[src/logic/motion_aux_defs.svh]
/*
   Constants for the auxiliary axis functions: queue geometry, sense-bit layout,
   reset values and output timing.
   Assumes inclusion by bare name from the package and the design modules.
*/
`ifndef MOTION_AUX_DEFS_SVH
`define MOTION_AUX_DEFS_SVH

`define QUEUE_DEPTH      8
`define QUEUE_PTR_W      3
`define QUEUE_CNT_W      4
`define AXES             4
`define CNT_W            16
`define PW_W             8
`define SENSE_W          9
`define SENSE_PLUS_LSB   0
`define SENSE_MINUS_LSB  4
`define SENSE_HALT_BIT   8
`define SENSE_RESET      9'h000
`define MOTION_AXIS      0
// gp output pulse width default: 1 us at 40 MHz
`define PW_TIME_NS       1000
`define CLK_PERIOD_NS    25
`define PW_RESET         8'(`PW_TIME_NS / `CLK_PERIOD_NS)

`endif

[src/logic/motion_aux_pkg.sv]
/*
   Types shared by the auxiliary axis functions.
   Assumes motion_aux_defs.svh is on the include path.
*/
`include "motion_aux_defs.svh"

package motion_aux_pkg;

   typedef enum logic [1:0] {kind_general, kind_special, kind_counter} cmd_kind_t;

   typedef struct packed {
      cmd_kind_t           kind;
      logic                dir;     // 1 = plus direction
      logic [`CNT_W-1:0]   count;   // pulse count, or preset value for counter commands
   } cmd_t;

   typedef enum logic {st_idle, st_run} axis_state_t;

endpackage : motion_aux_pkg

[src/logic/queue_if.sv]
/*
   Carrier between the axis controller and its reservation queue.
   Assumes one clock shared by both ends.
*/
`timescale 1ns/10ps
`include "motion_aux_defs.svh"

interface queue_if;
   import motion_aux_pkg::*;
   logic                    push;
   logic                    pop;
   cmd_t                    wdata;
   cmd_t                    rdata;
   logic                    full;
   logic                    empty;
   logic [`QUEUE_CNT_W-1:0] level;

   modport user  (output push, output pop, output wdata,
                  input rdata, input full, input empty, input level);
   modport store (input push, input pop, input wdata,
                  output rdata, output full, output empty, output level);
endinterface : queue_if

[src/logic/motion_axis_aux_functions.sv]
/*
   Auxiliary axis functions: reservation queue launch, soft travel boundary,
   triangle avoidance, limit sense selection, batch gp I/O and step-out stop.
   Assumes all inputs synchronous to clk; pulse generation drives axis 0 only.
*/
`timescale 1ns/10ps
`include "motion_aux_defs.svh"

// Functional notes
// - Axis 0 keeps up to eight waiting drive commands besides the running one.
// - Waiting commands leave in the order they were written.
// - When a move ends the oldest waiting command starts on its own until none are left, except while stepout_err is set.
// - Only general drive commands may wait; special and counter commands run at once only.
// - A soft travel boundary can be set inside the switch-limited range.
// - With the boundary on, the axis slows by itself and stops exactly at it.
// - In ramped moves the profile can be reshaped so the speed curve is not a triangle.
// - Software can flip each limit input between normally-closed and normally-open sense.
// - Four gp inputs and four gp outputs are read or written together in one access.
// - Loss of step of an open-loop stepper is detected and reported as an error.
// - On step-out the pulses stop at once and stepout_err shows the error.
// - Gp outputs can be latched or given a set pulse width per assertion.
// - With the boundary off, a speed change may exceed top speed or drop below start speed.
// - After reset all travel switches and the emergency halt use normally-closed sense.
module motion_axis_aux_functions (
   input  wire logic                        clk,
   input  wire logic                        rst,
   input  wire logic                        ce,
   input  wire logic                        cmd_valid,
   input  wire logic                        cmd_reserve,
   input  wire motion_aux_pkg::cmd_t        cmd_in,
   input  wire logic [`CNT_W-1:0]           start_period,
   input  wire logic [`CNT_W-1:0]           top_period,
   input  wire logic                        speed_chg,
   input  wire logic [`CNT_W-1:0]           speed_period,
   input  wire logic                        soft_en,
   input  wire logic signed [`CNT_W-1:0]    soft_plus,
   input  wire logic signed [`CNT_W-1:0]    soft_minus,
   input  wire logic                        avoid_en,
   input  wire logic                        sense_we,
   input  wire logic [`SENSE_W-1:0]         sense_wdata,
   input  wire logic [`AXES-1:0]            plus_travel_switch,
   input  wire logic [`AXES-1:0]            minus_travel_switch,
   input  wire logic                        emergency_halt_input,
   input  wire logic [`AXES-1:0]            axis_gp_input,
   input  wire logic                        gp_we,
   input  wire logic [`AXES-1:0]            gp_wdata,
   input  wire logic                        gp_latch_en,
   input  wire logic [`PW_W-1:0]            gp_pw,
   input  wire logic                        driver_alarm_input,
   input  wire logic                        alarm_en,
   input  wire logic                        err_clr,
   output logic                             plus_pulse_output,
   output logic                             minus_pulse_output,
   output logic                             busy,
   output logic                             cmd_rejected,
   output logic [`QUEUE_CNT_W-1:0]          queue_level,
   output logic signed [`CNT_W-1:0]         position,
   output logic [`SENSE_W-1:0]              limit_state,
   output logic [`AXES-1:0]                 gp_in_state,
   output logic [`AXES-1:0]                 axis_gp_output,
   output logic                             stepout_err
);
   import motion_aux_pkg::*;

   ////////////////////////////////////////////////////////////////////////////
   queue_if q ();
   reserve_queue u_queue (.clk(clk), .rst(rst), .ce(ce), .q(q.store));

   axis_state_t              state_ff;
   logic                     dir_ff;
   logic [`CNT_W-1:0]        rem_ff;
   logic [`CNT_W-1:0]        cur_ff;
   logic [`CNT_W-1:0]        top_eff_ff;
   logic [`CNT_W-1:0]        ramp_ff;
   logic [`CNT_W-1:0]        per_cnt_ff;
   logic signed [`CNT_W-1:0] pos_ff;
   logic [`SENSE_W-1:0]      sense_ff;
   logic [`QUEUE_CNT_W-1:0]  level_ff;
   logic                     plus_ff;
   logic                     minus_ff;
   logic                     reject_ff;
   logic                     err_ff;

   // limit sense: active when the input disagrees with its closed level
   wire [`SENSE_W-1:0] sw_raw = {emergency_halt_input, minus_travel_switch, plus_travel_switch};
   wire [`SENSE_W-1:0] lim_act = ~(sw_raw ^ sense_ff);
   wire                halt_act  = lim_act[`SENSE_HALT_BIT];
   wire                plus_act  = lim_act[`SENSE_PLUS_LSB + `MOTION_AXIS];
   wire                minus_act = lim_act[`SENSE_MINUS_LSB + `MOTION_AXIS];

   // command acceptance
   wire idle      = (state_ff == st_idle);
   wire imm       = cmd_valid && !cmd_reserve;
   wire res       = cmd_valid && cmd_reserve;
   wire is_gen    = (cmd_in.kind == kind_general);
   wire is_cnt    = (cmd_in.kind == kind_counter);
   wire res_ok    = res && is_gen && !q.full;
   wire imm_ok    = imm && idle && !err_ff;
   wire start_imm = imm_ok && !is_cnt;
   wire preset    = imm_ok && is_cnt;
   wire pop_q     = idle && !err_ff && !imm && !q.empty;
   wire start_any = start_imm || pop_q;
   cmd_t start_cmd;
   assign start_cmd = start_imm ? cmd_in : q.rdata;
   assign q.push    = res_ok;
   assign q.pop     = pop_q;
   assign q.wdata   = cmd_in;

   // soft boundary distance, clipped at zero so an axis already at it never steps
   wire signed [`CNT_W:0] d_plus  = {soft_plus[`CNT_W-1], soft_plus} - {pos_ff[`CNT_W-1], pos_ff};
   wire signed [`CNT_W:0] d_minus = {pos_ff[`CNT_W-1], pos_ff} - {soft_minus[`CNT_W-1], soft_minus};
   wire signed [`CNT_W:0] d_raw   = dir_ff ? d_plus : d_minus;
   wire [`CNT_W-1:0]      d_left  = d_raw[`CNT_W] ? '0 : d_raw[`CNT_W-1:0];
   wire [`CNT_W-1:0]      rem_eff = (soft_en && d_left < rem_ff) ? d_left : rem_ff;

   // step-out detection from the driver alarm while moving
   wire alarm_hit  = alarm_en && driver_alarm_input && !idle;
   wire stop_hard  = halt_act || (dir_ff ? plus_act : minus_act) || alarm_hit || err_ff;
   wire run_done   = !idle && (rem_eff == '0 || stop_hard);
   wire step       = !idle && per_cnt_ff == '0 && rem_eff != '0 && !stop_hard;

   // profile: decelerate once the remaining distance equals the ramp built up
   wire [`CNT_W+1:0] ramp3 = {2'b00, ramp_ff} + {1'b0, ramp_ff, 1'b0};
   wire decel  = rem_eff <= ramp_ff;
   wire tri_cap = avoid_en && ramp3 >= {2'b00, rem_eff};
   wire accel  = !decel && !tri_cap && cur_ff > top_eff_ff;
   wire [`CNT_W-1:0] nxt_cur =
      (decel && cur_ff < start_period) ? cur_ff + 1'b1 :
      accel                            ? cur_ff - 1'b1 :
      (!decel && cur_ff < top_eff_ff)  ? cur_ff + 1'b1 : cur_ff;
   wire [`CNT_W-1:0] nxt_ramp =
      accel ? ramp_ff + 1'b1 : (decel && ramp_ff != '0) ? ramp_ff - 1'b1 : ramp_ff;

   // speed change: clamped to the profile range only while the boundary is on
   wire [`CNT_W-1:0] spd_lo  = (speed_period < top_period) ? top_period : speed_period;
   wire [`CNT_W-1:0] spd_cl  = (spd_lo > start_period) ? start_period : spd_lo;
   wire [`CNT_W-1:0] spd_tgt = soft_en ? spd_cl : speed_period;

   ////////////////////////////////////////////////////////////////////////////
   always_ff @(posedge clk) begin
      if (rst) begin
         state_ff <= st_idle;
      end else if (ce) begin
         state_ff <= start_any ? st_run : (run_done ? st_idle : state_ff);
      end
   end

   always_ff @(posedge clk) begin
      if (rst) begin
         dir_ff     <= 1'b0;
         rem_ff     <= '0;
         cur_ff     <= '0;
         top_eff_ff <= '0;
         ramp_ff    <= '0;
         per_cnt_ff <= '0;
      end else if (ce) begin
         if (start_any) begin
            dir_ff     <= start_cmd.dir;
            rem_ff     <= start_cmd.count;
            cur_ff     <= start_period;
            top_eff_ff <= top_period;
            ramp_ff    <= '0;
            per_cnt_ff <= start_period;
         end else begin
            if (speed_chg && !idle) begin
               top_eff_ff <= spd_tgt;
            end
            if (step) begin
               rem_ff     <= rem_ff - 1'b1;
               cur_ff     <= nxt_cur;
               ramp_ff    <= nxt_ramp;
               per_cnt_ff <= nxt_cur;
            end else if (per_cnt_ff != '0) begin
               per_cnt_ff <= per_cnt_ff - 1'b1;
            end
         end
      end
   end

   always_ff @(posedge clk) begin
      if (rst) begin
         pos_ff    <= '0;
         plus_ff   <= 1'b0;
         minus_ff  <= 1'b0;
         reject_ff <= 1'b0;
         err_ff    <= 1'b0;
         sense_ff  <= `SENSE_RESET;
         level_ff  <= '0;
      end else if (ce) begin
         pos_ff    <= preset ? signed'(cmd_in.count) :
                      step ? (dir_ff ? pos_ff + 1'b1 : pos_ff - 1'b1) : pos_ff;
         plus_ff   <= step && dir_ff;
         minus_ff  <= step && !dir_ff;
         reject_ff <= (res && !res_ok) || (imm && !imm_ok);
         err_ff    <= alarm_hit || (err_ff && !err_clr);       // set wins over clear
         if (sense_we) begin
            sense_ff <= sense_wdata;
         end
         level_ff  <= q.level + `QUEUE_CNT_W'(res_ok) - `QUEUE_CNT_W'(pop_q);
      end
   end

   ////////////////////////////////////////////////////////////////////////////
   // gp outputs: pulse width of zero behaves as latched
   logic [`AXES-1:0] gp_out_ff;
   logic [`AXES-1:0] gp_in_ff;
   logic [`SENSE_W-1:0] lim_ff;
   generate
      for (genvar i = 0; i < `AXES; i++) begin : g_gp
         logic [`PW_W-1:0] pw_cnt_ff;
         wire timed = !gp_latch_en && pw_cnt_ff != '0;
         always_ff @(posedge clk) begin
            if (rst) begin
               gp_out_ff[i] <= 1'b0;
               pw_cnt_ff    <= '0;
            end else if (ce) begin
               if (gp_we) begin
                  gp_out_ff[i] <= gp_wdata[i];
                  pw_cnt_ff    <= gp_wdata[i] ? gp_pw : '0;
               end else if (timed) begin
                  pw_cnt_ff    <= pw_cnt_ff - 1'b1;
                  gp_out_ff[i] <= (pw_cnt_ff != `PW_W'(1)) && gp_out_ff[i];
               end
            end
         end
      end
   endgenerate

   always_ff @(posedge clk) begin
      if (rst) begin
         gp_in_ff <= '0;
         lim_ff   <= '0;
      end else if (ce) begin
         gp_in_ff <= axis_gp_input;
         lim_ff   <= lim_act;
      end
   end

   assign plus_pulse_output  = plus_ff;
   assign minus_pulse_output = minus_ff;
   assign busy               = (state_ff == st_run);
   assign cmd_rejected       = reject_ff;
   assign queue_level        = level_ff;
   assign position           = pos_ff;
   assign limit_state        = lim_ff;
   assign gp_in_state        = gp_in_ff;
   assign axis_gp_output     = gp_out_ff;
   assign stepout_err        = err_ff;
endmodule : motion_axis_aux_functions

[src/logic/reserve_queue.sv]
/*
   Eight-entry first-in first-out store for reserved drive commands.
   Assumes the user never pushes when full nor pops when empty; both are ignored here anyway.
*/
`timescale 1ns/10ps
`include "motion_aux_defs.svh"

module reserve_queue (
   input  wire logic clk,
   input  wire logic rst,
   input  wire logic ce,
   queue_if.store    q
);
   import motion_aux_pkg::*;

   cmd_t                    mem [`QUEUE_DEPTH];
   logic [`QUEUE_PTR_W-1:0] wr_ptr_ff;
   logic [`QUEUE_PTR_W-1:0] rd_ptr_ff;
   logic [`QUEUE_CNT_W-1:0] level_ff;
   wire                     do_push = q.push && !q.full;
   wire                     do_pop  = q.pop && !q.empty;

   assign q.full  = (level_ff == `QUEUE_CNT_W'(`QUEUE_DEPTH));
   assign q.empty = (level_ff == '0);
   assign q.rdata = mem[rd_ptr_ff];   // oldest entry leaves first
   assign q.level = level_ff;

   always_ff @(posedge clk) begin
      if (ce && do_push) begin
         mem[wr_ptr_ff] <= q.wdata;
      end
   end

   always_ff @(posedge clk) begin
      if (rst) begin
         wr_ptr_ff <= '0;
         rd_ptr_ff <= '0;
         level_ff  <= '0;
      end else if (ce) begin
         wr_ptr_ff <= wr_ptr_ff + `QUEUE_PTR_W'(do_push);
         rd_ptr_ff <= rd_ptr_ff + `QUEUE_PTR_W'(do_pop);
         level_ff  <= level_ff + `QUEUE_CNT_W'(do_push) - `QUEUE_CNT_W'(do_pop);
      end
   end
endmodule : reserve_queue

[config.mk]
export PLATFORM = sky130hd
export DESIGN_NAME = motion_axis_aux_functions
export DESIGN_NICKNAME = d
export VERILOG_FILES = /design/src/logic/motion_aux_pkg.sv /design/src/logic/queue_if.sv /design/src/logic/motion_axis_aux_functions.sv /design/src/logic/reserve_queue.sv
export VERILOG_INCLUDE_DIRS = /design/src /design/src/logic
export SDC_FILE = /design/constraint.sdc
export NUM_CORES = 1
export LEC_CHECK = 0
export ABC_AREA = 0
export BUFFER_PORTS_ARGS = -buffer_cell sky130_fd_sc_hd__buf_2
export CAP_MARGIN = 30
export CORE_MARGIN = 2
export CORE_UTILIZATION = 55
export DETAILED_ROUTE_END_ITERATION = 10
export GPL_TIMING_DRIVEN = 0
export PLACE_DENSITY = 0.74
export REMOVE_ABC_BUFFERS = 1
export SKIP_LAST_GASP = 1
export SLEW_MARGIN = 10
export SYNTH_ARGS = -nofsm -noshare
export SYNTH_HDL_FRONTEND = slang
export SYNTH_HIERARCHICAL = 1
export SYNTH_SLANG_ARGS = --single-unit
export TNS_END_PERCENT = 10
[constraint.sdc]
create_clock -name clk -period 12.5 [get_ports clk]
set_input_delay 2.5 -clock clk [delete_from_list [all_inputs] [get_ports clk]]
set_output_delay 2.5 -clock clk [all_outputs]
set_load 0.03 [all_outputs]
==> flow_summary.yaml, run 1 <==
status:
  status: "finished clean"
setup_path:
  endpoint: "ramp_ff[15]"
  crit_family: "compound AO/OA/AOI/OAI gates"
  cp-end-kind: "flip-flop"
  cp-start-kind: "input pin"
  reg2reg_to: "ramp_ff[15]"
  path_common_cell: "o21ai_0"
  timing.rr.start: "position[0]"
  r2r_cells: 42
  critPathBufInv: 5
  critical_path_depth: 42
  crit_start: "soft_plus[0]"
  crit_arrival_ps: 12350
  crit_slowest_cell: "o32ai_1"
  cp_max_fo: 13
  slowest_delay_ps: 560
  r2r_slack_ps: 2100
  setup.worst_path.class: "in -> reg"
  required_ps: 12990
die:
  ios: 189
  num_rows: 74
  die_area_um2: 42900
  core_area_um2: 40700
  initial_utilization_pct: 55.7
  die_w_um: 207
  die_h_um: 207
place:
  dp_hpwl_um: 48700
  io_buffers: 188
  postPlaceCellArea_um2: 24300
  gp_congestion: 0.915
timing:
  relSlewSlack_pct: 30.9
  fin_crit_sh_pct: 94.9
  fin_skew_ps: 26.0
  tightest_slew_ps: 1030
  hold_ws_ps: 460
  hold_viol: 0
  setup_viol: 0
  drv_slew: 0
  fin_crit_ps: 11860
  timing.fmax_mhz: 84.3
grt:
  overflow: 0
  antenna_found_initial: 4
  grt_max_degree: 86
  grt_usage_pct: 30.1
  grt_pass1_vias: 19600
  grt_pass1_wl_um: 105000
yosys:
  synth_area_um2: 22700
  syn_area_per_cell_um2: 8.80
  yosys_warnings: 6
  synth_cells: 2579
clock_tree:
  htreeDepth: 2
  cts_tree: "built"
  clk_latency_ps: 570
  cts_root_buffer: "clkbuf_16"
  cts-hold-fix-buffers: 0
  cts_inserted_buffers: 38
  clockBufferDepth: 3
  clkTransAtPathRegs_ps: 60
  cts_sinks: 313
power_and_ir_drop:
  max-vdd-ir-drop_mv: 0.160
  p_leak_nw: 10.4
  power_density_nw_per_um2: 202
route:
  ant_nets: 0
  drt-pass1-iter-count: 7
  viasPerCell: 6.27
  remaining_drc_errors: 0
  via_count: 20600
  finalWirelength_um: 66600
  drt-initial-drc-count: 1871
  avgRoutedWirePerCell_um: 20.2
cells_and_area:
  area_growth_pct: 13.0
  layout.nets: 3102
  final_area_um2: 25600
  layout-drive-gt1-share_pct: 13.8
run:
  maxCapViolCount: 0
worst_hold_path:
  hold_path_class: "reg -> reg"
## power by group
group | switching, mW | internal [mW] | leakage (nW) | total (mW)
sequential | 0.131 | 1.16 | 2.67 | 1.29
combinational | 1.64 | 1.13 | 7.11 | 2.77
clock | 0.463 | 0.657 | 0.617 | 1.12
total | 2.23 | 2.95 | 10.4 | 5.18
## final cells by class
| cell class | instances | area (um^2) |
|---|---|---|
| Clock inverter | 22 | 210 |
| Sequential cell | 313 | 7630 |
| Tap cell | 532 | 666 |
| Fill cell | 3391 | 15100 |
| Clock buffer | 48 | 1040 |
| Timing Repair Buffer | 220 | 1440 |
| Multi-Input combinational cell | 1953 | 13900 |
| Inverter | 197 | 744 |
| Antenna cell | 4 | 10.0 |
## per-layer routing
| metal | vias to the layer above | share of wire, % | GRT usage [%] |
|---|---|---|---|
| met5 | - | 0 | 0 |
| met4 | 0 | 3.4 | 11.8 |
| met3 | 144 | 7.7 | 4.34 |
| met2 | 933 | 46 | 48.2 |
| met1 | 9739 | 43 | 41.2 |
| li1 | 9816 | - | - |
## cell usage in the layout (no fill, tap or decap), drive strengths merged, types with 40 or more instances in the layout
| master | instances |
|---|---|
| nand3 | 71 |
| edfxtp | 136 |
| nor2 | 215 |
| a21oi | 216 |
| ha | 225 |
| buf | 219 |
| nand2 | 228 |
| xnor2 | 58 |
| o21ai | 183 |
| nor3 | 90 |
| clkbuf | 49 |
| mux2i | 41 |
| dfxtp | 177 |
| or3 | 40 |
| inv | 199 |
## what timing repair did
action,CTS,global route
resized for setup,7,5
setup buffers,0,3
cloned,0,1
pin swaps,0,2
endpoints found under the setup margin,8,7
## through the flow
stage	instances	TNS (ps)	power (mW)	util, %	worst slack, ps
after floorplan	2462	0	3.19	-	522
after global placement	3182	-24260	3.77	58.3	-2090
after detailed placement	3210	-9740	3.89	59.6	-1450
after CTS	3280	0	5.06	62.8	43.6
after global routing	3289	-81.1	5.54	62.9	-69.0
final	3289	0	5.18	62.9	639
## worst register-to-register path: cells and delay by family (launching register included)
family	cells	cell delay, ps
adder cells (fa/ha/maj)	5	1400
AND/OR/NAND/NOR	8	2110
XOR/XNOR	1	190
AO/OA/AOI/OAI	23	5330
multiplexers	1	360
flip-flops	1	470
buffers and inverters	4	490
## registers in the layout (all words and copies together) (netlist names), named ones only
signal and count:
plus_pulse_output 1, stepout_err 1, u_queue/wr_ptr_ff 3, minus_pulse_output 1, per_cnt_ff 16, dir_ff 1
cmd_rejected 1, cur_ff 16, position 16, u_queue/mem 136, rem_ff 16, sense_ff 9
u_queue/q.level 4, g_gp.pw_cnt_ff 32, ramp_ff 16, queue_level 4, gp_in_state 4, u_queue/rd_ptr_ff 3
limit_state 9, top_eff_ff 16, axis_gp_output 4, busy 1
## worst min-delay path by stage
stage / slack, ps / to / cells past startpoint / from
finish: 460 / cmd_rejected / 2 / cmd_rejected
CTS: 460 / cmd_rejected / 2 / cmd_rejected
detailed placement: 450 / top_eff_ff[12] / 2 / top_eff_ff[12]
global placement: 450 / top_eff_ff[11] / 2 / top_eff_ff[11]
floorplan: 430 / top_eff_ff[10] / 2 / top_eff_ff[10]
global route: 490 / sense_ff[3] / 2 / sense_ff[3]
Power figures use the tool's default switching activity.
==> inputs of run 2 (changes only) <==
--- a/config.mk
+++ b/config.mk
@@ -19,6 +19,5 @@
 export SLEW_MARGIN = 10
 export SYNTH_ARGS = -nofsm -noshare
 export SYNTH_HDL_FRONTEND = slang
-export SYNTH_HIERARCHICAL = 1
 export SYNTH_SLANG_ARGS = --single-unit
 export TNS_END_PERCENT = 10
==> run 2 against run 1 <==
Compared with the run above: via count down 0.30%; utilization down 0.23 points; area after synthesis down 0.66%; final area down 0.60%; critical path depth up 1; fmax down 1.7%; worst setup slack worse by 200 ps.
==> flow_summary.yaml, run 2 <==
die:
  ios: 189
  core_area_um2: 40600
  initial_utilization_pct: 55.5
  die_h_um: 206
  die_area_um2: 42600
  num_rows: 74
  die_w_um: 206
timing:
  timing.fmax_mhz: 82.9
  fin_crit_ps: 12070
  setup_ws_ps: 435
  relSlewSlack_pct: 30.8
  tightest_slew_ps: 1030
  fin_crit_sh_pct: 96.5
  drv_slew: 0
  hold_viol: 0
  setup_viol: 0
  fin_skew_ps: 27.7
power_and_ir_drop:
  power_density_nw_per_um2: 235
  max-vdd-ir-drop_mv: 0.163
  p_leak_nw: 10.5
place:
  preCtsSetupSlack_ps: -1920
  dp_hpwl_um: 46900
  gp_congestion: 0.946
  io_buffers: 188
yosys:
  synth_edf_count: 136
  synth_area_um2: 22500
  synthTopCellsByCount: "258 x nor2_1, 224 x ha_1, 205 x a21oi_1"
  ys_seq_area_share_pct: 33.8
  synth_cells: 2544
  yosys_warnings: 0
  synth_top_cell_area_share_pct: 18.1
  synth.area.top_cells: "edfxtp_1 18%, dfxtp_1 16%, ha_1 12%"
  synth.distinct_cells: 103
  syn_area_per_cell_um2: 8.86
  ys_ff_latch: 313
  yosysMostFrequentCell: "nor2_1"
  yosysTopAreaCell: "edfxtp_1"
  ys.flop_type: "dfxtp_1"
  async_flop_share_pct: 0
grt:
  grt_pass1_vias: 19700
  grt_usage_pct: 30.2
  grt_pass1_wl_um: 102000
  grt_max_degree: 87
  overflow: 0
  antenna_found_initial: 0
route:
  avgRoutedWirePerCell_um: 20.0
  drt-pass1-iter-count: 6
  finalWirelength_um: 65000
  via_count: 20600
  remaining_drc_errors: 0
  ant_nets: 0
  drt-initial-drc-count: 2094
  viasPerCell: 6.33
clock_tree:
  cts-hold-fix-buffers: 0
  cts_sinks: 313
  clkTransAtPathRegs_ps: 60
  cts_tree: "built"
  clk_latency_ps: 560
  clockBufferDepth: 3
  cts_inserted_buffers: 36
  cts_root_buffer: "clkbuf_16"
  htreeDepth: 2
cells_and_area:
  final_common_cell: "nor2_1"
  layout.nets: 3075
  largest_register_ffs: 136
  largest-register: "u_queue.mem"
  layout-drive-gt1-share_pct: 14.7
  multi_input_area_um2: 13900
  antennaDiodeCount: 0
  fillerInstances: 3391
  area_growth_pct: 13.1
  final_util_pct: 62.7
  largestRegisters: "u_queue.mem (136), g_gp.pw_cnt_ff (32)"
  layout_common_cells: "250 x nor2_1, 224 x ha_1, 200 x a21oi_1"
  area.sequential_um2: 7630
setup_path:
  required_ps: 12960
  cp-end-kind: "flip-flop"
  slowest_delay_ps: 580
  crit_slowest_cell: "a2111o_2"
  crit_arrival_ps: 12530
  cp-start-kind: "input pin"
  setup.worst_path.class: "in -> reg"
  cp_max_fo: 17
status:
  status: "finished clean"
run:
  maxCapViolCount: 0
worst_hold_path:
  hold_path_class: "reg -> reg"
==> run 2: final timing paths <==
| kind | startpoint | end | slack, ps | cells past startpoint |
|---|---|---|---|---|
| setup reg to reg | position[0] | ramp_ff[15] | 2000 | 41 |
| setup / recovery | soft_plus[0] | ramp_ff[15] | 430 | 43 |
| hold reg to reg | rem_ff[1] | rem_ff[1] | 460 | 2 |
| hold / removal | rem_ff[1] | rem_ff[1] | 460 | 2 |
==> run 2: per-layer routing <==
layer	track usage (%)	vias up	part of all wire, %
li1	-	9693	-
met1	40.2	9793	42
met2	49.9	919	46
met3	4.67	165	7.9
met4	10.6	0	3.4
met5	0	-	0
==> run 2: per-stage QoR <==
step | TNS, ps | hold WS (ps) | std cells | total power, mW | area, um^2
floorplan | 0 | 430 | 2434 | 3.84 | 22100
global placement | -11340 | 447 | 3154 | 4.57 | 23700
detailed placement | -11180 | 450 | 3180 | 4.75 | 24100
CTS | 0 | 463 | 3243 | 5.84 | 25300
global route | -17.3 | 485 | 3252 | 6.41 | 25500
finish | 0 | 465 | 3252 | 5.98 | 25500
==> run 2: layout make-up <==
class	count	area share, %
clock buffers	50	3.86
clock inverters	11	0.486
inverters	193	2.86
multi-input cells	1929	54.6
flip-flops and latches	313	29.9
well taps	532	2.61
repair buffers	224	5.59
==> run 2: logic make-up (layout without fill, tap and decap cells) <==
kind of cell | count (synthesis) | count (layout) | synth area share [%]
adders and majority gates | 231 | 231 | 13.1
AOI/OAI and AO/OA | 696 | 697 | 20.8
DFF | 313 | 313 | 33.8
xor gates and xnor gates | 96 | 96 | 3.73
buffers and inverters | 303 | 478 | 5.31
muxes | 96 | 96 | 6.27
and+or+nand+nor | 809 | 809 | 17.0
==> run 2: timing repair <==
action,in CTS,in global routing
pin swaps,3,3
cloned,0,1
setup endpoints to repair,9,5
setup buffers,2,3
resized for setup,15,11
==> run 2: critical path: cells and delay by family <==
kind | cells | cell delay (ps)
AO/OA/AOI/OAI | 20 | 4840
adder cells (fa/ha/maj) | 5 | 1480
buffers and inverters | 5 | 460
AND/OR/NAND/NOR | 12 | 3050
multiplexers | 1 | 160
==> run 2: power by group <==
group	internal, mW	leakage (nW)	switching [mW]
sequential	1.18	2.67	0.177
clock	0.593	0.538	0.429
combinational	1.49	7.31	2.11
